===== src/shared/adcpo_defines.svh =====
// Constants of the sample output pipeline
`ifndef ADCPO_DEFINES_SVH
`define ADCPO_DEFINES_SVH
`define ADCPO_DATA_W 8
`define ADCPO_CODE_ZERO 8'h00
`define ADCPO_CODE_FULL 8'hFF
`define ADCPO_CLK_HZ 10_000_000
`define ADCPO_WAKE_NS 1000
`define ADCPO_FIFO_DEPTH 4
`define ADCPO_PIPE_STAGES 2
`endif


===== src/shared/adcpo_pkg.sv =====
// Types of the sample output pipeline
package adcpo_pkg;
    // One analog sample as seen by the digital side
    typedef struct packed {
        logic below_bottom;
        logic above_top;
        logic [7:0] level;
    } adcpo_sample_t;
    // Power state
    typedef enum logic [1:0] {
        ADCPO_ACTIVE = 2'b00,
        ADCPO_WAKING = 2'b01,
        ADCPO_ASLEEP = 2'b11
    } adcpo_pwr_t;
endpackage : adcpo_pkg

===== src/rtl/adcpo_fifo.sv =====
// Small valid/ready FIFO for converted words
module adcpo_fifo #(
    parameter int WIDTH = 8,
    parameter int DEPTH = 4
) (
    // Clock and reset
    input wire logic i_sys_clk,
    input wire logic i_rst_n,
    // Fill side
    input wire logic i_in_valid,
    input wire logic [WIDTH-1:0] i_in_data,
    output logic o_in_ready,
    // Drain side
    output logic o_out_valid,
    output logic [WIDTH-1:0] o_out_data,
    input wire logic i_out_ready
);
    localparam int AW = (DEPTH > 1) ? $clog2(DEPTH) : 1;
    typedef struct packed {
        logic [AW-1:0] wr;
        logic [AW-1:0] rd;
        logic [AW:0] cnt;
    } adcpo_fifo_st_t;
    adcpo_fifo_st_t st_ff;
    adcpo_fifo_st_t nxt_st;
    logic [WIDTH-1:0] mem_ff [DEPTH];
    logic push;
    logic pop;

    initial begin
        if (DEPTH < 2 || (DEPTH & (DEPTH - 1)) != 0) begin
            $error("adcpo_fifo: DEPTH must be a power of two, at least 2");
        end
    end

    // Honest full and empty from the occupancy count
    assign o_in_ready = (st_ff.cnt != DEPTH[AW:0]);
    assign o_out_valid = (st_ff.cnt != '0);
    assign o_out_data = mem_ff[st_ff.rd];
    assign push = i_in_valid && o_in_ready;
    assign pop = o_out_valid && i_out_ready;

    // Pointer and count update
    always_comb begin
        nxt_st = st_ff;
        if (push) begin
            nxt_st.wr = st_ff.wr + 1'b1;
        end
        if (pop) begin
            nxt_st.rd = st_ff.rd + 1'b1;
        end
        if (push && !pop) begin
            nxt_st.cnt = st_ff.cnt + 1'b1;
        end else if (pop && !push) begin
            nxt_st.cnt = st_ff.cnt - 1'b1;
        end
    end

    always_ff @(posedge i_sys_clk) begin
        if (!i_rst_n) begin
            st_ff <= '0;
        end else begin
            st_ff <= nxt_st;
        end
    end

    // Storage has no reset; it is never read while empty
    always_ff @(posedge i_sys_clk) begin
        if (push) begin
            mem_ff[st_ff.wr] <= i_in_data;
        end
    end
endmodule : adcpo_fifo


===== src/rtl/adcpo_pipeline.sv =====
// Sample output pipeline of an 8-bit sampling converter
// Overview of operation
// - Take each sample at the falling clock edge; hold begins just after.
// - Result appears two and a half cycles after the sampling edge.
// - A fresh result every clock cycle once the pipeline is full.
// - Output word changes on the rising clock edge.
// - Eight-bit straight binary, zero at bottom, all ones at top reference.
// - Below bottom gives all zeros; above top gives all ones.
// - Converts continuously while the clock runs, no start command.
// - Active converting state while the low-power request is low.
// - Low-power request high freezes output at the last result.
// - Outputs invalid for about one microsecond after wake-up.
// - A stopped clock keeps the same output word.
`include "adcpo_defines.svh"
module adcpo_pipeline
    import adcpo_pkg::*;
#(
    parameter int DATA_W = `ADCPO_DATA_W,
    parameter int FIFO_DEPTH = `ADCPO_FIFO_DEPTH,
    parameter int CLK_HZ = `ADCPO_CLK_HZ,
    parameter int WAKE_NS = `ADCPO_WAKE_NS
) (
    // Clock and reset
    input wire logic i_sys_clk,
    input wire logic i_rst_n,
    // Analog front end, already quantised
    input wire adcpo_pkg::adcpo_sample_t i_sample,
    // Power control
    input wire logic i_low_power_request,
    // Output word toward the capture logic
    output logic [DATA_W-1:0] o_data,
    output logic o_data_valid,
    output logic o_word_stb,
    output logic o_active,
    // Word stream through the buffer
    output logic o_out_valid,
    output logic [DATA_W-1:0] o_out_data,
    input wire logic i_out_ready
);
    import adcpo_pkg::*;

    // ****************************************
    // Constants and checks
    // ****************************************
    // Wake wait rounds up to whole cycles, never below one
    localparam longint WAKE_RAW = (longint'(WAKE_NS) * CLK_HZ + 999_999_999) / 1_000_000_000;
    localparam int WAKE_CYC = (WAKE_RAW < 1) ? 1 : int'(WAKE_RAW);
    localparam int WW = $clog2(WAKE_CYC + 1);

    initial begin
        if (DATA_W != `ADCPO_DATA_W) begin
            $error("adcpo_pipeline: output word is fixed at eight bits");
        end
    end

    // ****************************************
    // State
    // ****************************************
    typedef struct packed {
        logic [DATA_W-1:0] held;      // Sample caught on the falling edge
        logic [DATA_W-1:0] stage1;
        logic [DATA_W-1:0] word;
        logic [`ADCPO_PIPE_STAGES:0] fill;
        adcpo_pwr_t pwr;
        logic [WW-1:0] wake_cnt;
        logic valid;
        logic stb;
    } adcpo_st_t;
    adcpo_st_t st_ff;
    adcpo_st_t nxt_st;
    logic [DATA_W-1:0] held_neg_ff;
    logic fifo_in_ready;

    // Clip an out-of-range sample to the rail codes
    // rail code clipping
    function automatic logic [DATA_W-1:0] adcpo_quantise(input adcpo_sample_t s);
        logic [DATA_W-1:0] q;
        q = s.level;
        if (s.below_bottom) begin
            q = `ADCPO_CODE_ZERO;
        end else if (s.above_top) begin
            q = `ADCPO_CODE_FULL;
        end
        return q;
    endfunction : adcpo_quantise

    // ****************************************
    // Sampling
    // ****************************************
    // falling edge hold; the half cycle of latency comes from here
    always_ff @(negedge i_sys_clk) begin
        if (!i_low_power_request) begin
            held_neg_ff <= adcpo_quantise(i_sample);
        end
    end

    // ****************************************
    // Pipeline and power control
    // ****************************************
    always_comb begin
        nxt_st = st_ff;
        nxt_st.stb = 1'b0;
        nxt_st.held = held_neg_ff;
        case (st_ff.pwr)
            ADCPO_ACTIVE: begin
                // shift every rising edge, no start command
                nxt_st.stage1 = st_ff.held;
                // output updates on rising edge, 2.5 cycles total
                nxt_st.word = st_ff.stage1;
                nxt_st.stb = 1'b1;
                nxt_st.fill = {st_ff.fill[`ADCPO_PIPE_STAGES-1:0], 1'b1};
                nxt_st.valid = st_ff.fill[`ADCPO_PIPE_STAGES];
                if (i_low_power_request) begin
                    // freeze the last word; level input, no ack
                    nxt_st.word = st_ff.word;
                    nxt_st.stb = 1'b0;
                    nxt_st.valid = 1'b0;
                    nxt_st.pwr = ADCPO_ASLEEP;
                end
            end
            ADCPO_ASLEEP: begin
                if (!i_low_power_request) begin
                    nxt_st.pwr = ADCPO_WAKING;
                    nxt_st.wake_cnt = '0;
                    nxt_st.fill = '0;
                end
            end
            ADCPO_WAKING: begin
                // hold off valid words for the settling time
                if (i_low_power_request) begin
                    nxt_st.pwr = ADCPO_ASLEEP;
                end else if (st_ff.wake_cnt == WW'(WAKE_CYC - 1)) begin
                    nxt_st.pwr = ADCPO_ACTIVE;
                end else begin
                    nxt_st.wake_cnt = st_ff.wake_cnt + 1'b1;
                end
            end
            default: begin
                nxt_st.pwr = ADCPO_ASLEEP;
            end
        endcase
        // Back-pressure: a full buffer leaves strobe and validity flag unchanged; the word is just not pushed
        if (!fifo_in_ready) begin
            nxt_st.stb = nxt_st.stb;
        end
    end

    // no clock means no edge, so every register simply keeps its value
    always_ff @(posedge i_sys_clk) begin
        if (!i_rst_n) begin
            st_ff <= '0;
        end else begin
            st_ff <= nxt_st;
        end
    end

    assign o_data = st_ff.word;
    assign o_data_valid = st_ff.valid;
    assign o_word_stb = st_ff.stb;
    assign o_active = (st_ff.pwr == ADCPO_ACTIVE);

    // ****************************************
    // Output buffer
    // ****************************************
    // only settled words enter the stream
    adcpo_fifo #(
        .WIDTH(DATA_W),
        .DEPTH(FIFO_DEPTH)
    ) u_fifo (
        .i_sys_clk(i_sys_clk),
        .i_rst_n(i_rst_n),
        .i_in_valid(st_ff.stb && st_ff.valid),
        .i_in_data(st_ff.word),
        .o_in_ready(fifo_in_ready),
        .o_out_valid(o_out_valid),
        .o_out_data(o_out_data),
        .i_out_ready(i_out_ready)
    );
endmodule : adcpo_pipeline


===== config.mk =====
export PLATFORM = sky130hd
export DESIGN_NAME = adcpo_pipeline
export DESIGN_NICKNAME = d
export VERILOG_FILES = /design/src/shared/adcpo_pkg.sv /design/src/rtl/adcpo_fifo.sv /design/src/rtl/adcpo_pipeline.sv
export VERILOG_INCLUDE_DIRS = /design/src /design/src/shared
export SDC_FILE = /design/constraint.sdc
export NUM_CORES = 1
export LEC_CHECK = 0
export BUFFER_PORTS_ARGS = -buffer_cell sky130_fd_sc_hd__buf_2
export CAP_MARGIN = 20
export CORE_MARGIN = 2
export CORE_UTILIZATION = 45
export DETAILED_ROUTE_END_ITERATION = 10
export PLACE_DENSITY = 0.68
export SYNTH_ARGS = -nofsm -noshare
export SYNTH_HDL_FRONTEND = slang
export SYNTH_SLANG_ARGS = --single-unit

===== constraint.sdc =====
create_clock -name i_sys_clk -period 2.09 [get_ports i_sys_clk]
set_input_delay 0.418 -clock i_sys_clk [delete_from_list [all_inputs] [get_ports i_sys_clk]]
set_output_delay 0.418 -clock i_sys_clk [all_outputs]
set_load 0.01 [all_outputs]

==> impl_metrics.tcl <==
set metrics [dict create \
    cp.buffers_inverters 1 \
    irDropWorstVdd_mv 0.319 \
    post-route-period-util_pct 95.0 \
    first_global_vias 1794 \
    dominant_cell_by_count_in_the_synthesized_netlist "dfxtp_1" \
    drt-pass1-iter-count 5 \
    htree_depth 3 \
    hold_violations 0 \
    grt.total_usage_pct 13.6 \
    startpoint_type "register" \
    cts_tree "yes" \
    floorplan.die.height_um 89.5 \
    timing_max_transition_violations_final 0 \
    worst_pin_slew_ns 0.471 \
    via_count 1965 \
    syn2layout_area_growth_pct 14.1 \
    relSlewSlack_pct 68.6 \
    n_antenna_cell 0 \
    synth.distinct_cells 36 \
    placedInstanceArea_sq_um 3520 \
    route.detailed.wl_per_inst_um 12.1 \
    critical-path-slowest-cell "dfxtp_1" \
    die_width_um 89.5 \
    synthDominantAreaCellType "edfxtp_1" \
    required_ns 2.38 \
    syn_area_per_cell_sq_um 12.0 \
    report.final.setup_viol 0 \
    drt_first_iter_violations 104 \
    place.gp.congestion 0.799 \
    ys.flop_type "dfxtp_1" \
    synth.area.top_cells "edfxtp_1, dfxtp_1, mux4_2, nand2_1, a21oi_1" \
    initial_antenna_violation_count 0 \
    fillCellCount 642 \
    io_pins 34 \
    placement.io_buffers 33 \
    grt_start_max_net_pins 19 \
    crit_path_max_fanout 4 \
    post_route_cells_drive_above_1_share_pct 23.0 \
    count_of_flip_flops_with_a_built_in_enable_after_synthesis 40 \
    num-nets-final 335 \
    post-route-min-period_ns 1.98 \
    residual_drc 0 \
    gr-total-overflow 0 \
    cts-hold-fix-buffers 0 \
    cp_slowest_stage_delay_ns 0.37 \
    netlist.area_leader.share_pct 36.5 \
    timing.clock.skew_ns 0.0510 \
    syn_area_sq_um 3290 \
    most_frequent_cells_after_synthesis "dfxtp_1, nand2_1, edfxtp_1" \
    setup_total_negative_slack_ns 0 \
    syn-instance-count 274 \
    cellPowerDensity_nw_per_um2 975 \
    dieArea_sq_um 8000 \
    type_of_the_tightest_min_delay_check "input pin to register" \
    clk-insertion-delay-late_ns 0.40 \
    dp.final_hpwl_mm 3.46 \
    run_status "finished, final reports clean" \
    criticalPathCategory "register to register" \
    maxClockFrequency_mhz 504 \
    timing.max_cap.violations 0 \
    mappedNetlistNets 296 \
    critical_path.top_delay_family "adder cells" \
    post_drt_via_cell_ratio 4.71 \
    worst-endpoint-arrival_ns 2.27 \
    synthArstFlopShare_pct 0 \
    rsz0062_at_grt "no" \
    seq_area_frac_synth_pct 63.3 \
    ant_nets 0 \
    postLayoutCellArea_sq_um 3750 \
    design.core.area_sq_um 7180 \
    cts.reportedPaths.clkPinSlew_ns 0.09 \
    std_cell_rows 31 \
    max-clock-path-buffers 2 \
    cts_made_buffers 9 \
    setup.worst_path.end_class "register" \
    power.static_leakage_nw 1.39 \
    wl_mm 5.04 \
    timing.critical_path.cells "o31ai_4, ha_1, inv_1, fa_1, xor2_1, or3_1, a21oi_1" \
    initial_utilization_pct 45.8 \
    synth-warning-count 0 \
    grt_pass1_wl_mm 8.15 \
    clock-sinks 84 \
    clock_tree.root_cell "clkbuf_8" \
    seq_cells_post_synth 84 \
]
## through the flow
stage / utilization, % / cells / power, mW / hold slack [ns] / setup WS, ns
global route: 52.3 / 417 / 3.85 / 0.447 / 0.0178
finish: 52.3 / 417 / 3.66 / 0.414 / 0.106
CTS: 52.1 / 417 / 3.68 / 0.399 / 0.0594
floorplan: - / 274 / 2.36 / 0.417 / 0.0558
detailed placement: 49.0 / 394 / 2.53 / 0.428 / -0.0896
global placement: 49.0 / 394 / 2.51 / 0.425 / -0.0592
## flip-flops by register name (all words and copies together), names as in the netlist, named ones only
register	flops
held_neg_ff	8
o_data	8
o_data_valid	1
o_word_stb	1
st_ff	25
u_fifo.mem_ff	32
u_fifo.st_ff	7
## tightest hold or removal path, stage by stage
cell	delay (ns)
buf_2	0.18
o221ai_2	0.08
a21oi_1	0.04
## power by group
group | internal (mW) | switching (mW) | leakage, nW | total, mW
registers | 1.81 | 0.0999 | 0.715 | 1.91
clock network | 0.489 | 0.683 | 0.143 | 1.17
logic | 0.294 | 0.275 | 0.532 | 0.569
total | 2.60 | 1.06 | 1.39 | 3.66
## timing repair
action | CTS | global route
setup buffers | 0 | 0
gates resized for setup | 0 | 2
endpoints found under the setup margin | 0 | 1
## cells by family after synthesis
kind of cell | share of synthesized area, %
buf+inv | 4.61
fa+ha+maj | 3.27
mux | 6.40
xor+xnor | 1.07
flops | 63.3
compound gates | 7.04
simple gates | 14.3
## cells in the final DEF (no fill, tap or decap), types with 2 or more instances in the layout
cell	instances
a31oi_1	2
clkbuf_8	9
o21ai_0	7
nand2_1	42
ha_1	7
inv_1	15
nor2_1	24
nor3b_1	3
a21oi_1	26
dfxtp_1	43
xor2_1	4
edfxtp_1	40
buf_2	33
nand3_1	5
inv_6	4
mux2i_1	3
nand2b_1	2
buf_4	8
and2_1	12
mux4_2	8
or3_1	3
## final cells by class
| cell class | count | area [sq um] | share of cell area [%] |
|---|---|---|---|
| flip-flops and latches | 84 | 2080 | 55.5 |
| clock inverters | 15 | 101 | 2.70 |
| clock buffers | 9 | 124 | 3.30 |
| repair buffers | 41 | 225 | 6.00 |
| multi-input cells | 161 | 1060 | 28.3 |
| inverters | 8 | 31.3 | 0.834 |
| well taps | 99 | 124 | 3.30 |
## per-layer routing
| metal | GRT usage (%) | vias to the layer above | part of all wire, % |
|---|---|---|---|
| met5 | 0 | - | 0 |
| met4 | 8.55 | 0 | 2.2 |
| met3 | 2.68 | 9 | 3.5 |
| met2 | 23.0 | 35 | 51 |
| met1 | 16.0 | 895 | 44 |
| li1 | - | 1026 | - |
## final timing paths
kind                      to  cells after the start  slack (ns)             from
min reg2reg        st_ff[25]                      2        0.44        st_ff[33]
max reg2reg  u_fifo.st_ff[2]                      7        0.11  u_fifo.st_ff[0]
min                st_ff[10]                      3        0.41          i_rst_n
max          u_fifo.st_ff[2]                      7        0.11  u_fifo.st_ff[0]
Power figures use the tool's default switching activity.
